File: src/hdl/dcc_defines.vh
// Constants for the core control register block.
`ifndef DCC_DEFINES_VH
`define DCC_DEFINES_VH
`define DCC_ADDR_W 12
`define DCC_ADDR_IFACE_LO 12'h800
`define DCC_ADDR_IFACE_HI 12'h807
`define DCC_ADDR_PIN_SET 12'h808
`define DCC_ADDR_AUX_LO 12'h809
`define DCC_ADDR_AUX_HI 12'h80C
`define DCC_ADDR_CORE_CTRL 12'h81C
`define DCC_ADDR_SL_DATA_LO 12'h810
`define DCC_ADDR_SL_ADDR_LO 12'h815
`define DCC_CTRL_RESET 16'h0000
`define DCC_CTRL_WMASK 16'h31FF
`define DCC_BIT_RATE_LO 0
`define DCC_BIT_RELEASE 2
`define DCC_BIT_DAC_UNMUTE 3
`define DCC_BIT_ADC_UNMUTE 4
`define DCC_BIT_SL_START 5
`define DCC_BIT_IFACE_HW 6
`define DCC_BIT_PIN_HW 7
`define DCC_BIT_AUX_HW 8
`define DCC_BIT_DEB_LO 12
`define DCC_RATE_1X 2'b00
`define DCC_RATE_2X 2'b01
`define DCC_RATE_4X 2'b10
`define DCC_INSTR_1X 11'h400
`define DCC_INSTR_2X 11'h200
`define DCC_INSTR_4X 11'h100
`define DCC_CLK_HZ 40000000
`define DCC_DEB_MS_00 20
`define DCC_DEB_MS_01 40
`define DCC_DEB_MS_10 10
`define DCC_DEB_MS_11 5
`define DCC_SL_PAIRS 5
`endif

File: src/hdl/dcc_safeload.v
// Safeload staging pairs with written flags and a sequencer that copies them out.
`timescale 1ns/100ps
`default_nettype none
module dcc_safeload #(
  parameter PAIRS = 5,
  parameter AW = 10,
  parameter DW = 28
) (
  input wire clk,
  input wire reset_n,
  input wire wrAddrEn,
  input wire wrDataEn,
  input wire [2:0] wrIdx,
  input wire [15:0] wrValue,
  input wire start,
  output reg busy_r,
  output reg ramWe_r,
  output reg [AW-1:0] ramAddr_r,
  output reg [DW-1:0] ramData_r
);
  localparam ST_IDLE = 1'b0;
  localparam ST_COPY = 1'b1;
  reg [AW-1:0] slAddr [0:PAIRS-1];
  reg [DW-1:0] slData [0:PAIRS-1];
  reg [PAIRS-1:0] written_r;
  reg [2:0] idx_r;
  reg state_r;
  integer i;

  // Staging pairs: the host fills them, each write marks its pair as pending.
  always @(posedge clk or negedge reset_n) begin
    if (!reset_n) begin
      for (i = 0; i < PAIRS; i = i + 1) begin
        slAddr[i] <= {AW{1'b0}};
        slData[i] <= {DW{1'b0}};
      end
    end else begin
      if (wrAddrEn && wrIdx < PAIRS) begin
        slAddr[wrIdx] <= wrValue[AW-1:0];
      end
      if (wrDataEn && wrIdx < PAIRS) begin
        slData[wrIdx] <= {{(DW-16){wrValue[15]}}, wrValue};
      end
    end
  end

  // Sequencer walks pending pairs; a flag set at or after its pair's turn in the walk is kept for next time.
  always @(posedge clk or negedge reset_n) begin
    if (!reset_n) begin
      state_r <= ST_IDLE;
      idx_r <= 3'h0;
      written_r <= {PAIRS{1'b0}};
      busy_r <= 1'b0;
      ramWe_r <= 1'b0;
      ramAddr_r <= {AW{1'b0}};
      ramData_r <= {DW{1'b0}};
    end else begin
      ramWe_r <= 1'b0;
      case (state_r)
        ST_IDLE: begin
          if (start) begin
            state_r <= ST_COPY;
            busy_r <= 1'b1;
            idx_r <= 3'h0;
          end
        end
        default: begin
          if (written_r[idx_r]) begin
            ramWe_r <= 1'b1;
            ramAddr_r <= slAddr[idx_r];
            ramData_r <= slData[idx_r];
          end
          if (idx_r == PAIRS - 1) begin
            state_r <= ST_IDLE;
            busy_r <= 1'b0;
          end
          idx_r <= idx_r + 3'h1;
        end
      endcase
      for (i = 0; i < PAIRS; i = i + 1) begin
        if ((wrAddrEn || wrDataEn) && wrIdx == i) begin
          written_r[i] <= 1'b1;
        end else if (state_r == ST_COPY && idx_r == i) begin
          written_r[i] <= 1'b0;
        end
      end
    end
  end
endmodule
`default_nettype wire

File: src/hdl/dcc_core_control.v
// Core control register with override modes, safeload start, mutes and rate select.
`timescale 1ns/100ps
`default_nettype none
`include "dcc_defines.vh"
module dcc_core_control #(
  parameter CLK_HZ = `DCC_CLK_HZ,
  parameter NPINS = 12
) (
  input wire clk,
  input wire reset_n,
  input wire hostWr,
  input wire hostRd,
  input wire [11:0] hostAddr,
  input wire [15:0] hostWdata,
  output reg [15:0] hostRdata_r,
  input wire progIfaceWe,
  input wire [2:0] progIfaceIdx,
  input wire [15:0] progIfaceData,
  input wire [NPINS-1:0] mpPins,
  input wire [15:0] auxAdcIn,
  output reg [127:0] ifaceRegs_r,
  output reg [NPINS-1:0] pinSetting_r,
  output reg [63:0] auxData_r,
  output reg adcMute_r,
  output reg dacMute_r,
  output reg coreClear_r,
  output reg [10:0] instrPerSample_r,
  output reg slRamWe_r,
  output reg [9:0] slRamAddr_r,
  output reg [27:0] slRamData_r
);
  // Debounce hold times in clock cycles, one per debounce code.
  localparam [31:0] T20 = CLK_HZ / 1000 * `DCC_DEB_MS_00;
  localparam [31:0] T40 = CLK_HZ / 1000 * `DCC_DEB_MS_01;
  localparam [31:0] T10 = CLK_HZ / 1000 * `DCC_DEB_MS_10;
  localparam [31:0] T05 = CLK_HZ / 1000 * `DCC_DEB_MS_11;

  // Stored control bits, synchroniser stages and the shared debounce counter.
  reg [15:0] ctrl_r;
  reg [NPINS-1:0] pinMeta_r, pinSync_r, pinStable_r, pinDeb_r;
  reg [31:0] debCnt_r;
  reg [63:0] auxMeta_r, auxSync_r;
  // Host decodes and control field taps shared by the processes below.
  wire slBusy, slWe;
  wire [9:0] slAddr;
  wire [27:0] slData;
  wire ctrlWr = hostWr && hostAddr == `DCC_ADDR_CORE_CTRL;
  wire slStart = ctrlWr && hostWdata[`DCC_BIT_SL_START] && !slBusy;
  wire [1:0] debSel = ctrl_r[`DCC_BIT_DEB_LO+1:`DCC_BIT_DEB_LO];
  wire [1:0] rateSel = ctrl_r[`DCC_BIT_RATE_LO+1:`DCC_BIT_RATE_LO];
  wire slAddrWr = hostWr && hostAddr >= `DCC_ADDR_SL_ADDR_LO
    && hostAddr < `DCC_ADDR_SL_ADDR_LO + 12'h005;
  wire slDataWr = hostWr && hostAddr >= `DCC_ADDR_SL_DATA_LO
    && hostAddr < `DCC_ADDR_SL_DATA_LO + 12'h005;
  wire [2:0] slIdx = slAddrWr ? hostAddr[2:0] - 3'h5 : hostAddr[2:0];

  // The aux word index stays two bits wide, so location 2060 wraps to word three.
  wire [1:0] auxIdx = hostAddr[1:0] - 2'b01;

  // Decodes the debounce code into a hold time in clock cycles.
  function [31:0] debLimit;
    input [1:0] sel;
    begin
      case (sel)
        2'b00: debLimit = T20;
        2'b01: debLimit = T40;
        2'b10: debLimit = T10;
        default: debLimit = T05;
      endcase
    end
  endfunction

  // Control register; the start bit reads as the live busy state.
  always @(posedge clk or negedge reset_n) begin
    if (!reset_n) begin
      ctrl_r <= `DCC_CTRL_RESET;
    end else if (ctrlWr) begin
      ctrl_r <= hostWdata & `DCC_CTRL_WMASK & ~(16'h0001 << `DCC_BIT_SL_START);
    end
  end

  // Pin inputs pass two flip-flops, then must hold steady for the debounce time.
  always @(posedge clk or negedge reset_n) begin
    if (!reset_n) begin
      pinMeta_r <= {NPINS{1'b0}};
      pinSync_r <= {NPINS{1'b0}};
      pinStable_r <= {NPINS{1'b0}};
      pinDeb_r <= {NPINS{1'b0}};
      debCnt_r <= 32'h0000_0000;
      auxMeta_r <= 64'h0000_0000_0000_0000;
      auxSync_r <= 64'h0000_0000_0000_0000;
    end else begin
      pinMeta_r <= mpPins;
      pinSync_r <= pinMeta_r;
      auxMeta_r <= {4{auxAdcIn}};
      auxSync_r <= auxMeta_r;
      pinStable_r <= pinSync_r;
      // One counter serves all pins, so any change restarts the hold for every pin.
      if (pinSync_r != pinStable_r) begin
        debCnt_r <= 32'h0000_0000;
      end else if (debCnt_r >= debLimit(debSel)) begin
        pinDeb_r <= pinStable_r;
      end else begin
        debCnt_r <= debCnt_r + 32'h0000_0001;
      end
    end
  end

  // Interface, pin setting and aux registers take host or internal sources per mode.
  always @(posedge clk or negedge reset_n) begin
    if (!reset_n) begin
      ifaceRegs_r <= 128'h0;
      pinSetting_r <= {NPINS{1'b0}};
      auxData_r <= 64'h0000_0000_0000_0000;
    end else begin
      if (ctrl_r[`DCC_BIT_IFACE_HW]) begin
        if (hostWr && hostAddr >= `DCC_ADDR_IFACE_LO && hostAddr <= `DCC_ADDR_IFACE_HI) begin
          ifaceRegs_r[hostAddr[2:0]*16 +: 16] <= hostWdata;
        end
      end else if (progIfaceWe) begin
        ifaceRegs_r[progIfaceIdx*16 +: 16] <= progIfaceData;
      end
      if (ctrl_r[`DCC_BIT_PIN_HW]) begin
        if (hostWr && hostAddr == `DCC_ADDR_PIN_SET) begin
          pinSetting_r <= hostWdata[NPINS-1:0];
        end
      end else begin
        pinSetting_r <= pinDeb_r;
      end
      // Host writes reach the aux words only while the aux write bit is set.
      if (ctrl_r[`DCC_BIT_AUX_HW]) begin
        if (hostWr && hostAddr >= `DCC_ADDR_AUX_LO && hostAddr <= `DCC_ADDR_AUX_HI) begin
          auxData_r[auxIdx*16 +: 16] <= hostWdata;
        end
      end else begin
        auxData_r <= auxSync_r;
      end
    end
  end

  // Mutes, core clear and instruction count follow the control bits.
  always @(posedge clk or negedge reset_n) begin
    if (!reset_n) begin
      adcMute_r <= 1'b1;
      dacMute_r <= 1'b1;
      coreClear_r <= 1'b1;
      instrPerSample_r <= `DCC_INSTR_1X;
    end else begin
      adcMute_r <= !ctrl_r[`DCC_BIT_ADC_UNMUTE];
      dacMute_r <= !ctrl_r[`DCC_BIT_DAC_UNMUTE];
      coreClear_r <= !ctrl_r[`DCC_BIT_RELEASE];
      // The reserved rate code falls back to the single-rate count.
      case (rateSel)
        `DCC_RATE_2X: instrPerSample_r <= `DCC_INSTR_2X;
        `DCC_RATE_4X: instrPerSample_r <= `DCC_INSTR_4X;
        default: instrPerSample_r <= `DCC_INSTR_1X;
      endcase
    end
  end

  // Read port; only the control register answers, others read zero.
  always @(posedge clk or negedge reset_n) begin
    if (!reset_n) begin
      hostRdata_r <= 16'h0000;
    end else if (hostRd && hostAddr == `DCC_ADDR_CORE_CTRL) begin
      hostRdata_r <= ctrl_r | ({15'h0000, slBusy | slStart} << `DCC_BIT_SL_START);
    end else begin
      hostRdata_r <= 16'h0000;
    end
  end

  // Safeload outputs are re-registered so every top output comes from a flop.
  always @(posedge clk or negedge reset_n) begin
    if (!reset_n) begin
      slRamWe_r <= 1'b0;
      slRamAddr_r <= 10'h000;
      slRamData_r <= 28'h000_0000;
    end else begin
      slRamWe_r <= slWe;
      slRamAddr_r <= slAddr;
      slRamData_r <= slData;
    end
  end

  // Safeload staging and copy sequencer; a start only reaches it while idle.
  dcc_safeload #(
    .PAIRS(`DCC_SL_PAIRS),
    .AW(10),
    .DW(28)
  ) dcc_safeload_inst (
    .clk(clk),
    .reset_n(reset_n),
    .wrAddrEn(slAddrWr),
    .wrDataEn(slDataWr),
    .wrIdx(slIdx),
    .wrValue(hostWdata),
    .start(slStart),
    .busy_r(slBusy),
    .ramWe_r(slWe),
    .ramAddr_r(slAddr),
    .ramData_r(slData)
  );
endmodule
`default_nettype wire

File: config.mk
export PLATFORM = sky130hd
export DESIGN_NAME = dcc_core_control
export DESIGN_NICKNAME = d
export VERILOG_FILES = /design/src/hdl/dcc_safeload.v /design/src/hdl/dcc_core_control.v
export VERILOG_INCLUDE_DIRS = /design/src /design/src/hdl
export SDC_FILE = /design/constraint.sdc
export NUM_CORES = 1
export LEC_CHECK = 0
export BUFFER_PORTS_ARGS = -buffer_cell sky130_fd_sc_hd__buf_2
export CORE_MARGIN = 8
export CORE_UTILIZATION = 45
export DETAILED_ROUTE_END_ITERATION = 8
export PLACE_DENSITY = 0.65
export REMOVE_ABC_BUFFERS = 1
export SLEW_MARGIN = 20
export SYNTH_ARGS = -nofsm -noshare
export SYNTH_HDL_FRONTEND = slang
export SYNTH_SLANG_ARGS = --single-unit
File: constraint.sdc
create_clock -name clk -period 8.8 [get_ports clk]
set_input_delay 1.32 -clock clk [delete_from_list [all_inputs] [get_ports clk]]
set_output_delay 1.32 -clock clk [all_outputs]
set_load 0.02 [all_outputs]
## Word level (Yosys, flattened, before mapping)

Cells that the tools add are included.

- Logic and storage cells: 188
- Flip-flop bits (word level): 730
- Bits of input ports: 80

- $add $sub $neg: 7
- Multiplexer cells: 51
- Eq/ne operators: 20
- Magnitude comparators: 14
- Reduce and logical (&&, ||, !) cells: 45
- Bitwise operators: 5
- Shift operators: 6

Operators with widths:

| cell | count |
|---|---|
| 128-bit two-way mux | 3 |
| 128-bit bitwise mux | 2 |
| 16-bit by 34-bit variable shift with 128-bit output, first input constant | 2 |
| 16-bit by 34-bit indexed part select with 128-bit output | 2 |
| 140-bit bitwise mux | 1 |
| 64-bit two-way mux | 2 |
| 32-bit two-way mux | 3 |
| 28-bit binary-select mux with 3-bit select | 1 |
| 28-bit demux with 3-bit select | 1 |
| 28-bit two-way mux | 3 |
| 7-bit negation with 34-bit output | 2 |
| 64-bit bitwise mux | 1 |
| 16-bit by 34-bit variable shift with 64-bit output, first input constant | 1 |
| 16-bit by 34-bit indexed part select with 64-bit output | 1 |
| 21-bit case mux with 3 select lines | 1 |
| 50-bit bitwise mux | 1 |
| 12-bit greater-or-equal comparator, second input constant | 4 |
| 6-bit negation with 34-bit output | 1 |
| 32-bit by 1-bit adder with 32-bit output, second input constant | 1 |
| 32-bit greater-or-equal comparator | 1 |
| 10-bit binary-select mux with 3-bit select | 1 |
| 10-bit demux with 3-bit select | 1 |
| 10-bit two-way mux | 3 |
| 1-bit logical AND | 26 |
| 34 further kinds | 83 |

## Longest topological paths before layout

- Depth after elaboration: 10
- Mapped depth: 12
- Gate-level depth less buffers: 10

## Cells and area by module

Synthesis repeated with hierarchy kept, for this count alone.

- Cell total of the unflattened synthesis: 2040
- Area, all modules: 23623.9 µm²

Modules (own cells, without submodules):

| module | area an instance (µm²) | cells an instance | seq. area each (µm²) | times used |
|---|---|---|---|---|
| dcc_core_control | 16128.0 | 1478 | 9564.2 | 1 |
| dcc_safeload | 7495.9 | 562 | 4179.0 | 1 |

## Least setup slack after synthesis

No wires, ideal clock.

- Path kind: input-to-reg
- Start point: input port hostAddr[0]
- End point: register ifaceRegs_r[38]
- Stages on the path: 10
- Path buffers: 3
- Setup slack: 4690 ps
- Setup time: 125 ps
- Arrival time: 3985 ps
- Cells stage by stage: buf_2 inv_1 ha_1 ha_1 clkbuf_1 nor3b_1 a21oi_1 nor2_1 buf_2 mux2_2

- Cells in the longest elaborated chain, start to end: 5
- Elaborated cells on any way between the ends: 12
- Those cells by class: 1 x add/sub; 2 x order compare; 1 x eq/ne; 2 x shift; 3 x mux; 3 x reduce/logical

Ends and longest elaborated chain:

| item | line | source |
|---|---|---|
| start: declaration | dcc_core_control.v:13 | `input wire [11:0] hostAddr,` |
| 7-bit negation with 34-bit output or 12-bit greater-or-equal comparator (tied branches) | -- |  |
| 16-bit by 34-bit indexed part select with 128-bit output (tied with other cells) | dcc_core_control.v:118 | `ifaceRegs_r[hostAddr[2:0]*16 +: 16] <= hostWdata;` |
| 128-bit bitwise mux or 1-bit logical AND (tied branches) | -- |  |
| 128-bit two-way mux or 2-bit by 1-bit inequality test with 1-bit output (tied branches) | -- |  |
| 128-bit two-way mux or 2-bit AND reduction (tied branches) | -- |  |
| end signal: indexed assignment | dcc_core_control.v:118 |  |
| end signal: indexed assignment | dcc_core_control.v:121 | `ifaceRegs_r[progIfaceIdx*16 +: 16] <= progIfaceData;` |
| end: declaration | dcc_core_control.v:21 | `output reg [127:0] ifaceRegs_r,` |

Parallel ways exist; a longest one is shown, timed or not. The select of a mux whose other input is x is not followed.
A chain may end at the register's enable or synchronous reset.

## Final worst setup path

- Start point: input port hostAddr[0]
- End point: register dcc_safeload_inst.slData[31] (netlist name)

- Cells in the longest elaborated chain, start to end: 10
- Elaborated cells on any way between the ends: 19
- Those cells by class: 1 x add/sub; 7 x order compare; 4 x mux; 1 x bitwise; 6 x reduce/logical

Ends and longest elaborated chain:

| item | line | source |
|---|---|---|
| 12-bit greater-or-equal comparator (no line) | -- |  |
| 1-bit logical AND (no line) | -- |  |
| 1-bit logical AND | dcc_core_control.v:51 | `` wire slAddrWr = hostWr && hostAddr >= `DCC_ADDR_SL_ADDR_LO `` |
| 3-bit two-way mux | dcc_core_control.v:55 | `wire [2:0] slIdx = slAddrWr ? hostAddr[2:0] - 3'h5 : hostAddr[2:0];` |
| 3-bit NOT with 4-bit output (not written as such) | dcc_safeload.v:42 | `slData[wrIdx] <= {{(DW-16){wrValue[15]}}, wrValue};` |
| 4-bit greater-or-equal comparator (not written as such) or 4-bit by 1-bit less-than comparator with 1-bit output (tied branches) | dcc_safeload.v:42 |  |
| 1-bit logical AND (not written as such) | dcc_safeload.v:42 |  |
| 28-bit two-way mux (not written as such) | dcc_safeload.v:42 |  |
| 28-bit demux with 3-bit select | dcc_safeload.v:42 |  |
| 140-bit bitwise mux | dcc_safeload.v:42 |  |
| end signal: indexed assignment | dcc_safeload.v:35 | `slData[i] <= {DW{1'b0}};` |
| end signal: indexed assignment | dcc_safeload.v:42 |  |
| end: declaration | dcc_safeload.v:24 | `reg [DW-1:0] slData [0:PAIRS-1];` |

Parallel ways exist; a longest one is shown, timed or not.

==> results by group <==
Drt
  – Vias: 16.5k
  – DRC: 0
  – Vias per Instance: 5.78
  – Antenna-violating nets left: 0
  – DR pass1 iterations: 5
  – Iteration-0 DRC Markers: 1458
  – Routed wire length: 69.3 mm
  – DR WL/cell: 24.3 um

STA
  – RSZ-0062 raised after global routing: no
  – Min Hold Slack: 0.342 ns
  – Minimum clock period after layout: 4.44 ns
  – Hold Vio Cnt, Final: 0
  – Endpoints failing setup: 0
  – Final worst path period share: 50.5%
  – Sum of negative setup slack: 0 ns
  – Max-slew headroom: 29.7%
  – Fmax: 225 MHz
  – Slew Viols, Final: 0
  – Setup Skew: 0.0353 ns
  – Tightest Pin Transition: 1.05 ns

Pwr
  – Leak: 13.3 nW
  – P per Cell Area: 191 nW/um2
  – Peak supply drop: 0.139 mV
  – Final total power: 0.00524 W

Clocking
  – Htree depth: 2
  – # resized after CTS: 0
  – Skew-Pair Late Insertion Delay: 0.62 ns
  – CTS tree: built
  – Clock sink count: 537
  – CTS clk-pin slew, worst paths: 0.06 ns
  – Root Driver: clkbuf_16
  – CTS Buffer Depth: 3
  – Setup bufs post-CTS: 0
  – CTS Buf Count: 56
  – Hold-fix buffers, CTS: 0

Setup path
  – Worst path arrival time: 4.91 ns
  – CP startpoint: hostAddr[0]
  – WS Path Type: primary input to flip-flop
  – Required time of the critical path: 9.27 ns
  – Worst Path Max Fanout: 40
  – CP Launch Type: primary input
  – Critical Path End Type: flip-flop
  – FF-to-FF Start: ctrl_r[12]

Floorplanning
  – Initial Util: 45.4%
  – Core Area: 51200 um2
  – Chip width: 243 um
  – Die Span Y: 243 um
  – Io pins: 353
  – Die ar.: 59200 um2
  – Row cnt: 83

Hold path
  – Min-delay src: auxMeta_r[62]
  – Min-delay worst type: flip-flop to flip-flop

Logic synthesis
  – Top cells by area, synth: dfrtp_1, mux2_2, o2bb2ai_1
  – Sequential element share of the synthesized area: 57.8%
  – EDFF count, synth: 0
  – Post-synth cell types: 71
  – Syn Inst Count: 1840
  – #FFs+latches synth: 537
  – Asr flop ratio synth: 100%
  – Top cell type's share of synthesized area: 57.3%
  – Cell Area, Synth: 23300 um2
  – Avg Synthesized Cell Area: 12.6 um2
  – Ys Warns: 0
  – Top_reg_cell synth: dfrtp_1
  – Most common cell in the netlist: dfrtp_1
  – Synth cell count leaders: dfrtp_1, mux2_2, nand2_1
  – Largest area contributor in the netlist: dfrtp_1

Global route
  – Grt ovf: 0
  – Largest net degree at the start of global routing: 186
  – Vias in the first global route: 17.4k
  – Initial antenna violation count: 6
  – First-pass GRT wire length: 107 mm
  – Total track usage: 22.9%

Placed design
  – Placed cells: 2740
  – GP Congestion: 0.904
  – Final HPWL DP: 46.9 mm
  – Port Buffers: 339

Run status
  – Status: finished, final reports clean

Final layout
  – Area growth syn-to-layout: 17.6%
  – Post-Layout Cell Count: 2848
  – Number of fill cells: 4356
  – Footprint of the multi-input gates: 9030 um2
  – FF+latch area: 13400 um2
  – Layout cells sized above 1: 35.0%
  – Nets: 2239

Flow run
  – Max Cap Viol: 0
[through the flow]
step	cell area (um2)	setup slack, ns	utilization [%]
after CTS	27300	4.14	53.4
after global placement	25400	3.70	49.6
after global routing	27400	4.18	53.4
final	27400	4.36	53.5
after detailed placement	25400	3.49	49.6
after floorplan	22500	4.12	-
[kinds of logic after synthesis]
| group | Yosys count | synth area share (%) |
|---|---|---|
| buf+inv | 201 | 3.96 |
| flops | 537 | 57.8 |
| compound gates | 413 | 12.7 |
| fa+ha+maj | 39 | 2.10 |
| other cells | 1 | 0.0161 |
| simple gates | 356 | 8.11 |
| mux | 273 | 14.6 |
| xor+xnor | 20 | 0.753 |
[layer usage]
layer / global-route usage (%) / vias to the layer above / wire length [um]
met2: 36.0 / 621 / 32200
li1: - / 7246 / -
met1: 30.2 / 8472 / 28800
met5: 0 / - / 29
met4: 8.78 / 4 / 2610
met3: 6.16 / 122 / 5660
[where the power goes]
part           total (W)  leakage, nW  internal (W)  switching (W)
registers        0.00253         7.12       0.00251      0.0000223
clock network    0.00244        0.934       0.00147       0.000967
logic           0.000273         5.21     0.0000675       0.000206
total            0.00524         13.3       0.00404        0.00120
[worst max-delay path, stage by stage]
cell      delay (ns)
buf_2           0.08
buf_4           0.41
inv_1           0.27
ha_1            0.34
ha_1            0.45
nor2_1          0.17
nor4bb_2        0.29
buf_4           0.26
a31o_2          0.15
and2_1          0.72
mux2_2          0.42
[worst paths after layout]
check | cells after the start | endpoint | slack, ns
max in group asynchronous | 2 | dcc_safeload_inst.ramData_r[4] | 6.52
min in group asynchronous | 1 | auxData_r[54] | 0.79
min | 0 | auxSync_r[62] | 0.34
min reg2reg | 0 | auxSync_r[62] | 0.34
max reg2reg | 10 | debCnt_r[19] | 4.66
max | 11 | dcc_safeload_inst.slData[31] | 4.36
[area by class of cell]
| cell class | instances | share of cell area, % |
|---|---|---|
| sequential | 537 | 49.1 |
| multi-input combinational | 1114 | 33.0 |
| timing repair buffer | 375 | 7.30 |
| clock buffer | 85 | 6.07 |
| tap | 680 | 3.11 |
| clock inverter | 17 | 0.878 |
| inverter | 36 | 0.494 |
| antenna | 4 | 0.0366 |
[cells in the final DEF (no fill, tap or decap), types with 17 or more instances in the layout]
master and n:
dfrtp_1 531, buf_2 338, mux2_2 221, nand2_1 130, o2bb2ai_1 74, o21ai_0 71, a21oi_1 68, a22oi_1 67
clkbuf_16 57, nor2_1 48, a22o_1 40, ha_1 39, inv_1 36, buf_4 33, and2_1 27, mux4_2 27
a221o_1 26, nor2b_1 24, o22ai_1 22, nand3_1 19, nor4_1 17
[state kept, by name (all words and copies together) (netlist names), 11 cells and up]
register and flops:
hostRdata_r 11, pinMeta_r 12, pinSync_r 12, auxMeta_r 16
dcc_safeload_inst.slData 80, debCnt_r 32, pinDeb_r 12, dcc_safeload_inst.slAddr 50
pinStable_r 12, ifaceRegs_r 128, slRamData_r 16, dcc_safeload_inst.ramData_r 16
auxData_r 64, auxSync_r 16, pinSetting_r 12
No activity file was read; power rests on OpenSTA's default activity.
